File: src/logic/esc_pkg.sv
`default_nettype none
package esc_pkg;

   // ****************************************
   // widths and depths
   // ****************************************
   localparam int TAG_W = 4;
   localparam int LAT_W = 6;
   localparam int RB_DEPTH = 4;
   localparam int RPL_CAUSE_W = 7;

   // ****************************************
   // cycle counts
   // ****************************************
   // longest divide
   localparam logic [5:0] DIV_MAX_CYC = 6'h23;
   // depth of the multiply subunit
   localparam logic [5:0] MUL_STAGES = 6'h04;
   // divide countdown value that would meet a multiply started now
   localparam logic [5:0] DIV_CLASH_AT = MUL_STAGES + 6'h01;
   // countdown value in the cycle a unit drives its result
   localparam logic [5:0] LAST_CYC = 6'h01;
   // entries of the taken-branch address queue
   localparam logic [2:0] TAKEN_Q_DEPTH = 3'h4;

   // ****************************************
   // load/store source select bits
   // ****************************************
   localparam int SRC_SNOOP = 0;
   localparam int SRC_LOADQ = 1;
   localparam int SRC_RELOAD = 2;
   localparam int SRC_REPLAY = 3;
   localparam int SRC_MISAL = 4;
   localparam int SRC_STATION = 5;

   // ****************************************
   // branch redirect sequencer
   // ****************************************
   typedef enum logic [5:0] {
      BR_IDLE = 6'h01,
      BR_REDIR = 6'h02,
      BR_UPD = 6'h04,
      BR_BUBBLE = 6'h08,
      BR_TL_UPD = 6'h10,
      BR_TL_REDIR = 6'h20
   } esc_br_e;

   // ****************************************
   // values after reset
   // ****************************************
   localparam esc_br_e BR_RST = BR_IDLE;
   localparam logic [5:0] CTR_RST = 6'h00;

endpackage : esc_pkg
`default_nettype wire

File: src/logic/esc_exec_stall.sv
`timescale 1ns/1ps
`default_nettype none
// Functional notes
// - no branch issue from an empty slot
// - branch issue waits on busy or fed station
// - started pipelines never stall
// - station may enter and start together
// - simple unit waits while previous still runs
// - hold until all operands ready
// - serialized instruction starts only when oldest
// - no new divide while divide runs
// - shared station, four-stage multiply, divide
// - block multiply that would hit divide result
// - branch: one execute, one finish cycle
// - branch result forwarded during finish stage
// - mispredict in execute, then redirect
// - four finished taken branches block branches
// - buffer update stalls lookups, after redirect except in a tight loop
// - tight loop: bubble, update, then redirect
// - load/store pipeline of three stages
// - six load/store sources in fixed priority
// - replay flushes access and younger, relaunches
// - copy into replay buffer leaving stage zero
// - stage-one replay causes
// - misaligned miss replays both; station waits
module esc_exec_stall (
   // clock and reset
   input wire logic core_clk,
   input wire logic nrst,
   // branch issue queue
   input wire logic biq_valid,
   output logic biq_issue,
   output logic nothing_to_issue,
   output logic station_occupied_stall,
   // branch unit
   input wire logic bu_ops_ready,
   input wire logic bu_is_branch,
   input wire logic bu_taken,
   input wire logic bu_mispred,
   input wire logic bu_btb_write,
   input wire logic bu_tight_loop,
   input wire logic cq_taken_retire,
   output logic bu_start,
   output logic bu_bf_valid,
   output logic bu_fwd_valid,
   output logic bu_mispredict,
   output logic taken_branch_queue_full_stall,
   // fetch side
   output logic fetch_redirect,
   output logic btb_update,
   output logic fetch_lookup_stall,
   // simple integer units a (bit 0) and b (bit 1)
   input wire logic [1:0] su_issue,
   input wire logic [1:0] su_ops_ready,
   input wire logic [1:0] su_serial,
   input wire logic [1:0] su_oldest,
   input wire logic [1:0][5:0] su_lat,
   output logic [1:0] su_start,
   output logic [1:0] unit_occupied_stall,
   // multiply/divide unit
   input wire logic mdu_issue,
   input wire logic mdu_ops_ready,
   input wire logic mdu_serial,
   input wire logic mdu_oldest,
   input wire logic mdu_is_div,
   input wire logic [5:0] mdu_div_lat,
   output logic mdu_start,
   output logic mdu_result_valid,
   output logic result_bus_collision_stall,
   // load/store unit sources
   input wire logic snoop_req,
   input wire logic loadq_req,
   input wire logic reload_req,
   input wire logic ls_issue,
   input wire logic ls_ops_ready,
   input wire logic ls_misal,
   input wire logic [3:0] ls_tag,
   output logic [5:0] ls_src_sel,
   // load/store replay
   input wire logic [6:0] rpl_cause,
   input wire logic misal_miss,
   input wire logic rpl_clear,
   output logic ls_s1_valid,
   output logic [3:0] ls_s1_tag,
   output logic ls_s2_mis_first,
   output logic ls_flush,
   output logic ls_finish,
   output logic [3:0] ls_finish_tag
);

   localparam int TW = esc_pkg::TAG_W;
   localparam int RBD = esc_pkg::RB_DEPTH;

   typedef struct packed {
      logic bu_rs;
      logic bu_iss;
      logic bf;
      logic bf_tkn;
      logic upd;
      esc_pkg::esc_br_e br;
      logic [2:0] tkn_cnt;
      logic [1:0] su_rs;
      logic mdu_rs;
      logic [3:0] mp;
      logic ls_rs;
      logic mis_pend;
      logic [TW-1:0] mis_tag;
      logic [2:0] sv;
      logic [2:0] sbuf;
      logic [2:0] srb;
      logic [2:0] slast;
      logic [2:0] smis1;
      logic [2:0] smis2;
      logic [2:0][TW-1:0] stag;
      logic [RBD-1:0][TW-1:0] rbtag;
      logic [RBD-1:0] rbmis1;
      logic [RBD-1:0] rbmis2;
      logic [1:0] head;
      logic [1:0] lnch;
      logic [2:0] cnt;
      logic [2:0] left;
      logic rwait;
      logic rrun;
      logic rblock;
   } esc_st_s;

   esc_st_s q;
   esc_st_s d;

   // ****************************************
   // branch issue and branch unit
   // ****************************************
   logic bu_sta;
   logic tq_full;

   // a station already fed last cycle also refuses issue
   assign station_occupied_stall = biq_valid & (q.bu_rs | q.bu_iss);
   assign nothing_to_issue = !biq_valid;
   assign biq_issue = biq_valid & !(q.bu_rs | q.bu_iss);
   assign bu_sta = q.bu_rs | biq_issue;
   // a taken branch in its finish stage already holds a queue entry
   assign tq_full = q.tkn_cnt + {2'h0, q.bf & q.bf_tkn}
      >= esc_pkg::TAKEN_Q_DEPTH;
   assign taken_branch_queue_full_stall = bu_sta & bu_is_branch & tq_full;
   assign bu_start = bu_sta & bu_ops_ready
      & !(bu_is_branch & tq_full);
   // the start cycle is the execute stage
   assign bu_mispredict = bu_start & bu_mispred;
   assign bu_bf_valid = q.bf;
   assign bu_fwd_valid = q.bf;
   assign fetch_redirect = (q.br == esc_pkg::BR_REDIR)
      | (q.br == esc_pkg::BR_TL_REDIR);
   assign btb_update = (q.br == esc_pkg::BR_UPD)
      | (q.br == esc_pkg::BR_TL_UPD);
   // single port: a buffer write costs fetch one lookup
   assign fetch_lookup_stall = btb_update;

   // ****************************************
   // simple integer units and multiply/divide
   // ****************************************
   logic [1:0] su_sta;
   logic [1:0] su_busy;
   logic mdu_sta;
   logic div_busy;
   logic div_clash;
   logic [5:0] div_rem;
   logic [5:0] div_lat;

   genvar gi;
   generate
      for (gi = 0; gi < 2; gi++) begin : g_su
         esc_busy_ctr u_ctr (
            .core_clk(core_clk),
            .nrst(nrst),
            .start(su_start[gi]),
            .lat(su_lat[gi]),
            .remain(),
            .busy(su_busy[gi])
         );
         assign su_sta[gi] = q.su_rs[gi] | su_issue[gi];
         assign su_start[gi] = su_sta[gi] & !su_busy[gi]
            & su_ops_ready[gi]
            & (!su_serial[gi] | su_oldest[gi]);
         assign unit_occupied_stall[gi] = su_sta[gi] & su_busy[gi];
      end
   endgenerate

   // divide length capped at the longest divide
   assign div_lat = (mdu_div_lat > esc_pkg::DIV_MAX_CYC)
      ? esc_pkg::DIV_MAX_CYC : mdu_div_lat;

   esc_busy_ctr u_div (
      .core_clk(core_clk),
      .nrst(nrst),
      .start(mdu_start & mdu_is_div),
      .lat(div_lat),
      .remain(div_rem),
      .busy(div_busy)
   );

   assign mdu_sta = q.mdu_rs | mdu_issue;
   // a multiply now would finish together with the divide
   assign div_clash = !mdu_is_div & (div_rem == esc_pkg::DIV_CLASH_AT);
   assign result_bus_collision_stall = mdu_sta & div_clash;
   assign mdu_start = mdu_sta & mdu_ops_ready
      & (!mdu_serial | mdu_oldest)
      & !(mdu_is_div & div_busy)
      & !div_clash;
   assign mdu_result_valid = q.mp[3] | (div_rem == esc_pkg::LAST_CYC);

   // ****************************************
   // load/store pipeline and replay
   // ****************************************
   logic rep1;
   logic rep2;
   logic flush;
   logic ret;
   logic app;
   logic rgo;
   logic lgo;
   logic [1:0] tail;
   logic [2:0] cnt_n;

   assign rep1 = q.sv[1] & q.sbuf[1] & (|rpl_cause);
   assign rep2 = q.sv[2] & q.smis1[2] & misal_miss;
   assign flush = rep1 | rep2;
   assign ret = q.sv[2] & q.sbuf[2] & !rep2;
   assign app = q.sv[0] & q.sbuf[0] & !q.srb[0];
   assign tail = q.head + q.cnt[1:0];
   assign cnt_n = q.cnt + {2'h0, app} - {2'h0, ret};
   assign rgo = q.rrun & (q.left != 3'h0);
   assign lgo = (q.ls_rs | ls_issue) & ls_ops_ready & !q.rblock;

   assign ls_flush = flush;
   assign ls_finish = ret;
   assign ls_finish_tag = q.stag[2];
   assign ls_s1_valid = q.sv[1] & q.sbuf[1];
   assign ls_s1_tag = q.stag[1];
   assign ls_s2_mis_first = q.sv[2] & q.smis1[2];

   // fixed priority; nothing launches in a flush cycle
   always_comb begin
      ls_src_sel = 6'h00;
      if (!flush) begin
         if (snoop_req) begin
            ls_src_sel[esc_pkg::SRC_SNOOP] = 1'b1;
         end else if (loadq_req) begin
            ls_src_sel[esc_pkg::SRC_LOADQ] = 1'b1;
         end else if (reload_req) begin
            ls_src_sel[esc_pkg::SRC_RELOAD] = 1'b1;
         end else if (rgo) begin
            ls_src_sel[esc_pkg::SRC_REPLAY] = 1'b1;
         end else if (q.mis_pend) begin
            ls_src_sel[esc_pkg::SRC_MISAL] = 1'b1;
         end else if (lgo) begin
            ls_src_sel[esc_pkg::SRC_STATION] = 1'b1;
         end
      end
   end

   // ****************************************
   // next state
   // ****************************************
   always_comb begin
      d = q;
      // branch station, execute and finish stages
      d.bu_iss = biq_issue;
      d.bu_rs = bu_sta & !bu_start;
      d.bf = bu_start;
      d.bf_tkn = bu_start & bu_is_branch & bu_taken;
      // taken-branch queue occupancy
      if ((q.bf & q.bf_tkn) && !(cq_taken_retire && q.tkn_cnt != 3'h0)) begin
         d.tkn_cnt = q.tkn_cnt + 3'h1;
      end else if (!(q.bf & q.bf_tkn) && cq_taken_retire
                   && q.tkn_cnt != 3'h0) begin
         d.tkn_cnt = q.tkn_cnt - 3'h1;
      end
      // redirect sequencer
      case (q.br)
         esc_pkg::BR_IDLE: begin
            if (bu_mispredict) begin
               d.upd = bu_btb_write;
               d.br = bu_tight_loop ? esc_pkg::BR_BUBBLE
                  : esc_pkg::BR_REDIR;
            end
         end
         esc_pkg::BR_REDIR: begin
            d.br = q.upd ? esc_pkg::BR_UPD : esc_pkg::BR_IDLE;
         end
         esc_pkg::BR_BUBBLE: begin
            d.br = esc_pkg::BR_TL_UPD;
         end
         esc_pkg::BR_TL_UPD: begin
            d.br = esc_pkg::BR_TL_REDIR;
         end
         default: begin
            d.br = esc_pkg::BR_IDLE;
         end
      endcase
      // unit stations and the multiply stages
      d.su_rs = su_sta & ~su_start;
      d.mdu_rs = mdu_sta & !mdu_start;
      d.mp = {q.mp[2:0], mdu_start & !mdu_is_div};
      d.ls_rs = (q.ls_rs | ls_issue) & !ls_src_sel[esc_pkg::SRC_STATION];
      // load/store stages advance, or empty on a flush
      d.sv = {q.sv[1:0], |ls_src_sel};
      d.stag[2:1] = q.stag[1:0];
      d.sbuf = {q.sbuf[1:0], 1'b0};
      d.srb = {q.srb[1:0], 1'b0};
      d.slast = {q.slast[1:0], 1'b0};
      d.smis1 = {q.smis1[1:0], 1'b0};
      d.smis2 = {q.smis2[1:0], 1'b0};
      d.stag[0] = '0;
      if (ls_src_sel[esc_pkg::SRC_REPLAY]) begin
         d.stag[0] = q.rbtag[q.lnch];
         d.sbuf[0] = 1'b1;
         d.srb[0] = 1'b1;
         d.slast[0] = q.left == 3'h1;
         d.smis1[0] = q.rbmis1[q.lnch];
         d.smis2[0] = q.rbmis2[q.lnch];
         d.lnch = q.lnch + 2'h1;
         d.left = q.left - 3'h1;
         d.rrun = q.left != 3'h1;
      end else if (ls_src_sel[esc_pkg::SRC_MISAL]) begin
         d.stag[0] = q.mis_tag;
         d.sbuf[0] = 1'b1;
         d.smis2[0] = 1'b1;
         d.mis_pend = 1'b0;
      end else if (ls_src_sel[esc_pkg::SRC_STATION]) begin
         d.stag[0] = ls_tag;
         d.sbuf[0] = 1'b1;
         d.smis1[0] = ls_misal;
      end
      // second half follows a first half unless already buffered
      if (q.sv[0] & q.smis1[0] & (!q.srb[0] | q.slast[0])) begin
         d.mis_pend = 1'b1;
         d.mis_tag = q.stag[0];
      end
      // copy into the buffer on leaving stage zero
      if (app) begin
         d.rbtag[tail] = q.stag[0];
         d.rbmis1[tail] = q.smis1[0];
         d.rbmis2[tail] = q.smis2[0];
      end
      if (ret) begin
         d.head = q.head + 2'h1;
      end
      d.cnt = cnt_n;
      // wait state: release on clear, station held until done
      if (q.rwait && rpl_clear) begin
         d.rwait = 1'b0;
         d.rrun = 1'b1;
      end
      if (q.sv[1] && q.slast[1] && !rep1) begin
         d.rblock = 1'b0;
      end
      // replay: pull the access and all younger ones back
      if (flush) begin
         d.sv = 3'h0;
         d.mis_pend = 1'b0;
         d.lnch = q.head + {1'b0, ret};
         d.left = cnt_n;
         d.rwait = 1'b1;
         d.rrun = 1'b0;
         d.rblock = 1'b1;
      end
   end

   // ****************************************
   // state register
   // ****************************************
   always_ff @(posedge core_clk or negedge nrst) begin
      if (!nrst) begin
         q <= '0;
         q.br <= esc_pkg::BR_RST;
      end else begin
         q <= d;
      end
   end

endmodule : esc_exec_stall
`default_nettype wire

File: src/logic/esc_busy_ctr.sv
`timescale 1ns/1ps
`default_nettype none
module esc_busy_ctr (
   // clock and reset
   input wire logic core_clk,
   input wire logic nrst,
   // start of an instruction and its length
   input wire logic start,
   input wire logic [5:0] lat,
   // cycles left and occupancy
   output logic [5:0] remain,
   output logic busy
);

   typedef struct packed {
      logic [5:0] rem;
   } esc_ctr_s;

   esc_ctr_s q;
   esc_ctr_s d;

   // ****************************************
   // countdown
   // ****************************************
   // reload on start, otherwise count down to zero
   always_comb begin
      d = q;
      if (start) begin
         d.rem = lat;
      end else if (q.rem != esc_pkg::CTR_RST) begin
         d.rem = q.rem - 6'h01;
      end
   end

   always_ff @(posedge core_clk or negedge nrst) begin
      if (!nrst) begin
         q.rem <= esc_pkg::CTR_RST;
      end else begin
         q <= d;
      end
   end

   // the last cycle frees the unit for a new start
   assign remain = q.rem;
   assign busy = q.rem > esc_pkg::LAST_CYC;

endmodule : esc_busy_ctr
`default_nettype wire

File: config.mk
export PLATFORM = sky130hd
export DESIGN_NAME = esc_exec_stall
export DESIGN_NICKNAME = d
export VERILOG_FILES = /design/src/logic/esc_pkg.sv /design/src/logic/esc_exec_stall.sv /design/src/logic/esc_busy_ctr.sv
export SDC_FILE = /design/constraint.sdc
export NUM_CORES = 1
export LEC_CHECK = 0
export CELL_PAD_IN_SITES_DETAIL_PLACEMENT = 1
export CELL_PAD_IN_SITES_GLOBAL_PLACEMENT = 2
export CORE_MARGIN = 2
export CORE_UTILIZATION = 42
export CTS_CLUSTER_DIAMETER = 30
export CTS_CLUSTER_SIZE = 40
export DETAILED_ROUTE_END_ITERATION = 10
export DONT_BUFFER_PORTS = 1
export GPL_ROUTABILITY_DRIVEN = 0
export GPL_TIMING_DRIVEN = 0
export PLACE_DENSITY_LB_ADDON = 0.3
export SYNTH_ARGS = -nofsm -noshare
export SYNTH_HDL_FRONTEND = slang
export SYNTH_HIERARCHICAL = 1
export SYNTH_SLANG_ARGS = --single-unit
export TNS_END_PERCENT = 1
File: constraint.sdc
create_clock -name core_clk -period 2.5 [get_ports core_clk]
set_input_delay 0.125 -clock core_clk [delete_from_list [all_inputs] [get_ports core_clk]]
set_output_delay 0.125 -clock core_clk [all_outputs]
set_load 0.01 [all_outputs]
# Word-level counts from Yosys, hierarchy flattened

Cells that the tools add are included.

Flip-flop bits (word level): 102
Input port bits: 60
Output and inout bits: 36
Logic and storage cells: 233

Add/sub/neg operators: 13
Magnitude comparators: 8
Equality and inequality tests: 12
Muxes and demuxes: 58
Bitwise gates (word level): 60
Reduce and logical (&&, ||, !) cells: 46

Operators by type and width:

| cell                                                 | number |
|---|---|
| 2-to-1 mux 6 bit                                     | 10 |
| AND 1 bit                                            | 44 |
| 2-to-1 mux 4 bit                                     | 7 |
| one-hot mux 6 bit (4 select lines)                   | 1 |
| 2-to-1 mux 1 bit                                     | 22 |
| logical NOT 1 bit                                    | 20 |
| > comparator 6 x 1 -> 1 bit (second input constant)  | 3 |
| 2-to-1 mux 3 bit                                     | 6 |
| nonzero test 6 bit                                   | 3 |
| subtractor 6 x 1 -> 6 bit (second input constant)    | 3 |
| bitwise mux 16 bit                                   | 1 |
| OR 1 bit                                             | 14 |
| nonzero test 2 bit                                   | 7 |
| equality test 6 x 1 -> 1 bit (second input constant) | 2 |
| equality test 6 x 3 -> 1 bit (second input constant) | 2 |
| nonzero test 3 bit                                   | 4 |
| 2-to-1 mux 5 bit                                     | 2 |
| binary-select mux 4 bit (select 2 bit)               | 1 |
| demux 4 bit (select 2 bit)                           | 1 |
| logical AND 1 bit                                    | 8 |
| 2-to-1 mux 2 bit                                     | 4 |
| OR reduction 7 bit                                   | 1 |
| adder 3 x 1 -> 3 bit                                 | 2 |
| equality test 6 x 2 -> 1 bit (second input constant) | 1 |
| 23 further kinds                                     | 28 |

# Longest topological paths before layout

Gate-level depths: netlist (run 1).

Word-level depth: 14
Depth in mapped cells: 9
Depth with buffers taken out: 9

# Cells and area by module

The synthesis (run 1) kept the hierarchy.

By module, submodules not included:

| module         | instances | cells an instance | area an instance (um^2) |
|---|---|---|---|
| esc_exec_stall | 1         | 326               | 3950.0 |
| esc_busy_ctr   | 3         | 39                | 410.4 |

# Worst setup path after synthesis (run 1)

No wires, ideal clock.

Path kind: reg-to-reg
From: register g_su[0].u_ctr.q (netlist bit g_su[0].u_ctr/remain[4])
To: register g_su[0].u_ctr.q (netlist bit g_su[0].u_ctr/remain[0])
Setup time: 0.094 ns
Arrival time: 2.400 ns
Slack: 0.006 ns
Stages on the path, launching flop included: 7
Path buffers: 1
Cells stage by stage: dfrtp_1 -> nor4_4 -> o21ai_0 -> nor4b_1 -> clkbuf_1 -> nor2_1 -> a221oi_2

Longest elaborated chain between the ends: 6
Elaborated cells on any way between the ends: 8
Those cells by class: order compare (1); mux (1); bitwise (3); reduce/logical (3)

Ends and longest elaborated chain:

| what                                                          | RTL line              | text |
|---|---|---|
| start, declared                                               | esc_busy_ctr.sv:19    | `esc_ctr_s q;` |
| > comparator 6 x 1 -> 1 bit (*)                               | esc_busy_ctr.sv:45    | `assign busy = q.rem > esc_pkg::LAST_CYC;` |
| net su_busy[0]                                                | esc_exec_stall.sv:162 | `logic [1:0] su_busy;` |
| logical NOT 1 bit (*)                                         | esc_exec_stall.sv:181 | `assign su_start[gi] = su_sta[gi] & !su_busy[gi]` |
| AND 1 bit (*)                                                 | esc_exec_stall.sv:181 |  |
| AND 1 bit (*)                                                 | esc_exec_stall.sv:182 | `& su_ops_ready[gi]` |
| AND 1 bit (*)                                                 | esc_exec_stall.sv:183 | `& (!su_serial[gi] \| su_oldest[gi]);` |
| net su_start[0]                                               | esc_exec_stall.sv:58  | `output logic [1:0] su_start,` |
| 2-to-1 mux 6 bit / nonzero test 2 bit (equally long branches) | -                     |  |

The timed path passes the listed nets; every way through them passes the cells marked *.
A chain may end at the register's enable or synchronous reset.

# Worst setup path after layout (run 1)

From: register q (netlist bit d[59])
To: register q[5] (netlist bit)

Longest elaborated chain between the ends: 5

Ends and longest elaborated chain:

| what                      | RTL line              | text |
|---|---|---|
| start, declared           | esc_exec_stall.sv:127 | `esc_st_s q;` |
| logical NOT 1 bit         | esc_exec_stall.sv:228 | `assign app = q.sv[0] & q.sbuf[0] & !q.srb[0];` |
| AND 1 bit                 | esc_exec_stall.sv:228 |  |
| adder 3 x 1 -> 3 bit      | esc_exec_stall.sv:230 | `assign cnt_n = q.cnt + {2'h0, app} - {2'h0, ret};` |
| subtractor 3 x 1 -> 3 bit | esc_exec_stall.sv:230 |  |
| net cnt_n[2]              | esc_exec_stall.sv:222 | `logic [2:0] cnt_n;` |
| 2-to-1 mux 6 bit          | esc_exec_stall.sv:358 | `if (flush) begin` |

The timed path passes the listed nets, and every way through them passes these cells.

==> results.md, run 1 <==
* Outcome: complete, but fails checks
* Failing checks: hold timing
* Pwr per Cell Area at 956 mW/mm²
* CTS clock-pin slew for the worst setup and hold paths at 0.07 ns
* Final ANT Viol Nets at 0
* Crit. End Element: register
* Reg2reg setup slack at 0.09 ns
* Longest Clk Path Bufs at 2
* Placed Instances at 590
* Height of the die at 115 µm
* Worst Path Required at 2.74 ns
* Synth Register Bits at 102
* WL final at 10800 µm
* Setup TNS at 0 ns
* Width of the die at 115 µm
* Post-Syn Instances at 443
* Ys flop type: dfrtp_1
* RR Endpoint: q[5]$_DFFE_PN0P_
* Clk Latency, worst-skew pair at 0.35 ns
* Syn. warnings at 6
* Crit Path Category: reg2reg
* Avg WL per Cell at 17.0 µm
* Worst R2R Path Depth at 8
* Area Growth Syn to Fin at 15.5%
* GR Overflow Total at 0
* Largest net degree at the start of global routing at 103
* Arr. time, crit path at 2.65 ns
* Async S/R FF share, synth at 100%
* Final nets at 559
* Final Cycle Share at 96.4%
* Startpoint Class: register
* Top cell type's share of synthesized area at 48.8%
* Commonest non-fill, non-tap cell in the layout: dfrtp_1
* Slew HR at 58.5%
* Area after DPL at 0.00537 mm²
* IO buf count at 0
* Site Rows at 40
* Mapped cell area at 0.00518 mm²
* Hold Violations, Final at 102
* Die area at 0.0132 mm²
* Worst-Margin Slew at 0.617 ns
* Hold Path Class: in2async
* Max-slew violation count at 0
* Drt via density at 5.46
* Setup violators final at 0
* CTS Buf Count at 9
* Number of post-CTS setup repair buffers at 0
* Vias at 3456
* Final worst slack at 0.0893 ns
* Post-DP HPWL at 7600 µm
* Number of flops mapped to enable cells by yosys at 0
* Vias in the first global route at 3737
* Avg Cell Area, Syn at 11.7 µm²
* Ports at 96
* H-tree depth at 3
* DR DRC count at 0
* Layout cells sized above 1 at 19.1%
* Root Driver: clkbuf_16
* Commonest cells after routing, fill and taps aside: dfrtp_1, nor2_1, dlygate4sd3_1
* Initial Util at 43.1%
* Initial antenna violation count at 0
* CTS tree: built
* Sequential area share after synthesis at 49.3%
* Minimum clock period at 2.41 ns
* FMAX at 415 MHz
* Core Footprint at 0.0120 mm²
* Tot GR Track Use at 17.3%
* RSZ-0062 raised after global routing: yes
* Pre-CTS setup slack at -0.512 ns
* Yosys top cell by area: dfrtp_1
* Finished Layout Cells at 633
* Sink Count at 102
* CTS Hold Buffers Added at 27
* Core Util, Final at 49.8%
* Netlist cell types at 61
* # Max-Cap Violations at 0
* Ranking of synthesized cells by area: dfrtp_1, mux2_2, ha_1
* IR drop worst, VDD at 419 µV
* Worst reg2reg startpoint: d[59]$_DFF_PN0_
* Lkg Pwr at 2.70 nW
* Initial drt markers at 123
* Post-synth net total at 521
* Fin area at 0.00598 mm²
* First-pass GRT wire length at 18000 µm
* Critical Path Fanout Max at 4
* Skew final at 0.00947 ns
* DR pass1 iterations at 4
* Fill count at 1272
* Total power at 5.72 mW
* Hold Slack at -0.528 ns
* Diodes inserted at 0
worst max-delay path, cell delays in order, from the launching register on:
cell      delay (ns)
dfrtp_1         0.38
nand3b_1        0.34
ha_1            0.39
inv_1           0.04
ha_1            0.18
fa_1            0.38
xnor2_1         0.19
xnor2_1         0.12
mux2_2          0.27
final cells by class:
| class | instances | area [µm²] | area share, % |
|---|---|---|---|
| multi-input combinational | 294 | 2440 | 40.8 |
| tap | 147 | 184 | 3.07 |
| inverter | 23 | 86.3 | 1.44 |
| sequential | 102 | 2550 | 42.7 |
| timing repair buffer | 27 | 270 | 4.52 |
| buffer | 24 | 148 | 2.47 |
| clock inverter | 5 | 58.8 | 0.983 |
| clock buffer | 11 | 243 | 4.06 |
flip-flops by register name (all words and copies together) (netlist names):
signal and count:
u_div/remain 6, ls_s1_tag 4, ls_finish_tag 4, d 14, g_su.u_ctr/remain 12, bu_bf_valid 1, q 61
cells by family after synthesis:
group	Yosys count	synth area share, %
and+or+nand+nor	141	16.6
DFF	102	49.3
AOI/OAI and AO/OA	70	10.5
buffers and inverters	47	4.44
muxes	41	10.2
xor gates and xnor gates	24	4.35
adders and majority gates	18	4.64
layer usage:
| metal | part of all wire, % | track usage [%] |
|---|---|---|
| met5 | 0 | 0 |
| met4 | 0.95 | 4.82 |
| met3 | 4.4 | 4.85 |
| met2 | 49 | 29.3 |
| met1 | 46 | 21.9 |
synth_stat cells (3+ instances only):
cell type / instances
mux4_2: 5
nor2_1: 30
a211oi_1: 4
a21oi_1: 11
nand2b_1: 5
nor3_2: 3
xor2_1: 8
clkbuf_1: 9
a32o_1: 4
ha_1: 16
mux2i_1: 7
and2_1: 10
nor3b_1: 9
nor4_4: 3
nor3_1: 9
o41ai_2: 3
o21ai_0: 9
a22o_1: 6
o31ai_1: 7
a221oi_2: 3
o21ai_1: 3
mux2_2: 24
nor4b_1: 4
nor2b_1: 14
and3_1: 6
xnor2_1: 14
a21boi_0: 5
or3b_1: 3
nand2_1: 22
a22oi_1: 4
a31o_2: 3
nor4_1: 6
nand3b_1: 3
inv_1: 23
mux2_4: 5
buf_4: 12
dfrtp_1: 101
nand4_1: 3
what timing repair did:
action | CTS | global route
resized for setup | 7 | 4
pin swaps | 0 | 2
endpoints found under the setup margin | 16 | 8
endpoints found under the hold margin | 129 | 102
report_power, final:
part / internal, mW / switching (mW) / total (mW)
logic: 0.917 / 0.965 / 1.88
registers: 2.00 / 0.405 / 2.40
clock network: 0.805 / 0.630 / 1.43
total: 3.72 / 2.00 / 5.72
worst max-delay path by stage:
stage | startpoint | to
after global routing | d[59]$_DFF_PN0_ | q[5]$_DFFE_PN0P_
after global placement | g_su[1].u_ctr/remain[4]$_DFFE_PN0P_ | g_su[1].u_ctr/remain[3]$_DFFE_PN0P_
after floorplan | g_su[0].u_ctr/remain[4]$_DFFE_PN0P_ | g_su[0].u_ctr/remain[0]$_DFFE_PN0P_
after detailed placement | g_su[1].u_ctr/remain[4]$_DFFE_PN0P_ | g_su[1].u_ctr/remain[4]$_DFFE_PN0P_
after CTS | u_div/remain[2]$_DFFE_PN0P_ | u_div/remain[0]$_DFFE_PN0P_
final | d[59]$_DFF_PN0_ | q[5]$_DFFE_PN0P_
(Power assumes the default switching activity.)
==> inputs of run 2 (changes only) <==
Settings changed: SYNTH_HIERARCHICAL 1 to default.
==> results.md, run 2 <==
* IR drop worst, VDD at 367 µV
* Lkg Pwr at 2.69 nW
* Slew HR at 53.3%
* Largest register by flop count: q
* Setup violators final at 0
* Post-Syn Instances at 431
* RSZ-0062 raised after global routing: no
* Failing checks: hold timing
* Number of flops mapped to enable cells by yosys at 0
* Critical Path Fanout Max at 10
* CTS Hold Buffers Added at 35
* RR Endpoint: q[5]$_DFFE_PN0P_
* Avg WL per Cell at 17.5 µm
* Commonest cells after routing, fill and taps aside: dfrtp_1, mux2_2, dlygate4sd3_1
* Die area at 0.0129 mm²
* Post-DP HPWL at 7580 µm
* Worst Path Required at 2.38 ns
* Avg Cell Area, Syn at 11.7 µm²
* Drt via density at 5.34
* Area taken by multi-input logic gates at 0.00227 mm²
* DR DRC count at 0
* CTS Buf Count at 9
* Final ANT Viol Nets at 0
* Worst reg2reg startpoint: q[66]$_DFF_PN0_
* Startpoint Class: register
* Crit. End Element: output port
* CTS tree: built
* Sequential Area at 0.00255 mm²
* Ports at 96
* Clk Latency, worst-skew pair at 0.35 ns
* H-tree depth at 3
* Hold Path Class: in2async
* Post-synth net total at 508
* Area Growth Syn to Fin at 16.9%
* Core Footprint at 0.0119 mm²
* DR pass1 iterations at 3
* FMAX at 431 MHz
* Total power at 5.58 mW
* Layout cells sized above 1 at 20.1%
* Longest Clk Path Bufs at 2
* Max FFs per register at 61
* Arr. time, crit path at 2.19 ns
* Tot GR Track Use at 18.5%
* Reg2reg setup slack at 0.19 ns
* Worst R2R Path Depth at 9
* Sequential area share after synthesis at 50.5%
* Crit Path Category: reg2out
* Vias in the first global route at 3700
* Max-slew violation count at 0
* Site Rows at 40
* Largest net degree at the start of global routing at 103
* Final Cycle Share at 92.8%
* Diodes inserted at 0
* Post-synth top cells: dfrtp_1, mux2_2, nor2_1
* Number of post-CTS setup repair buffers at 0
* Syn. warnings at 0
* Final nets at 554
* Mapped cell area at 0.00506 mm²
* Async S/R FF share, synth at 100%
* Skew final at 0.00797 ns
* Sink Count at 102
* Pwr per Cell Area at 943 mW/mm²
* Yosys top cell by area: dfrtp_1
* Hold Violations, Final at 102
* GR Overflow Total at 0
* Top cell type's share of synthesized area at 49.9%
* First-pass GRT wire length at 18700 µm
* Fill count at 1266
* Cell with the most instances after synthesis: dfrtp_1
* Synth Register Bits at 102
* Netlist cell types at 58
* Initial antenna violation count at 0
* Ys flop type: dfrtp_1
* Outcome: complete, but fails checks
* Root Driver: clkbuf_16
* Minimum clock period at 2.32 ns
* Setup TNS at 0 ns
* Height of the die at 114 µm
* Initial Util at 42.7%
* CTS clock-pin slew for the worst setup and hold paths at 0.07 ns
* Ranking of synthesized cells by area: dfrtp_1, mux2_2, ha_1
* Initial drt markers at 118
* Width of the die at 114 µm
* Commonest non-fill, non-tap cell in the layout: dfrtp_1
* IO buf count at 0
* # Max-Cap Violations at 0
* Vias at 3362
* Hold Slack at -0.531 ns
* WL final at 11000 µm
* Worst-Margin Slew at 0.698 ns
[run 2: final cells by class]
class	instances	area share, %
flip-flops and latches	102	43.2
multi-input cells	281	38.4
repair buffers	35	5.92
clock buffers	9	3.81
well taps	147	3.11
plain buffers	23	2.60
inverters	25	1.59
clock inverters	7	1.38
[run 2: power by group]
group,switching (mW),internal [mW]
logic,0.878,0.916
registers,0.337,2.00
clock network,0.652,0.791
total,1.87,3.71
[run 2: what timing repair did]
action,4_1_cts,5_1_grt
hold endpoints to repair,138,102
resized for setup,1,3
endpoints found under the setup margin,2,3
[run 2: worst max-delay path: stages (launching register included)]
cell and delay (ns):
dfrtp_1 0.37, and2_1 0.22, a21boi_4 0.40, nor2_4 0.12, inv_1 0.18, buf_2 0.29, nor2_1 0.11, buf_4 0.16
[run 2: metal layers]
layer | wire [µm] | share of wire [%] | global-route usage (%)
met5 | 0 | 0 | 0
met3 | 419 | 3.8 | 4.99
met2 | 5710 | 52 | 32.3
met4 | 87 | 0.79 | 4.15
met1 | 4790 | 44 | 23.2
[run 2: through the flow]
step | worst slack [ns] | util (%) | instance area [µm²] | cells
6_report | 0.181 | 49.9 | 5910 | 629
5_1_grt | 0.00802 | 49.9 | 5910 | 629
4_1_cts | 0.0232 | 49.8 | 5900 | 629
3_5_place_dp | -0.156 | 44.2 | 5250 | 578
3_3_place_gp | -0.0969 | 44.2 | 5250 | 578
2_1_floorplan | 0.199 | - | 5060 | 431
[run 2: cells by family (layout without fill, tap and decap cells)]
logic type,after synthesis,in the layout,synth area share (%)
flip-flops,102,102,50.5
AO/OA/AOI/OAI,54,54,6.92
XOR/XNOR,24,24,4.30
AND/OR/NAND/NOR,131,131,15.3
adder cells (fa/ha/maj),17,17,4.50
multiplexers,55,55,13.7
buffers and inverters,48,99,4.85
[run 2: how the worst max path moves through the flow]
stage / start / end / slack, ns / depth (start not counted)
final: q[65]$_DFF_PN0_ / ls_src_sel[3] / 0.18 / 7
after global routing: q[65]$_DFF_PN0_ / ls_src_sel[1] / 0.008 / 6
after CTS: q[66]$_DFF_PN0_ / q[5]$_DFFE_PN0P_ / 0.02 / 9
after detailed placement: q[66]$_DFF_PN0_ / q[5]$_DFFE_PN0P_ / -0.16 / 9
after global placement: q[66]$_DFF_PN0_ / q[5]$_DFFE_PN0P_ / -0.1 / 9
after floorplan: q[54]$_DFF_PN0_ / q[5]$_DFFE_PN0P_ / 0.20 / 9
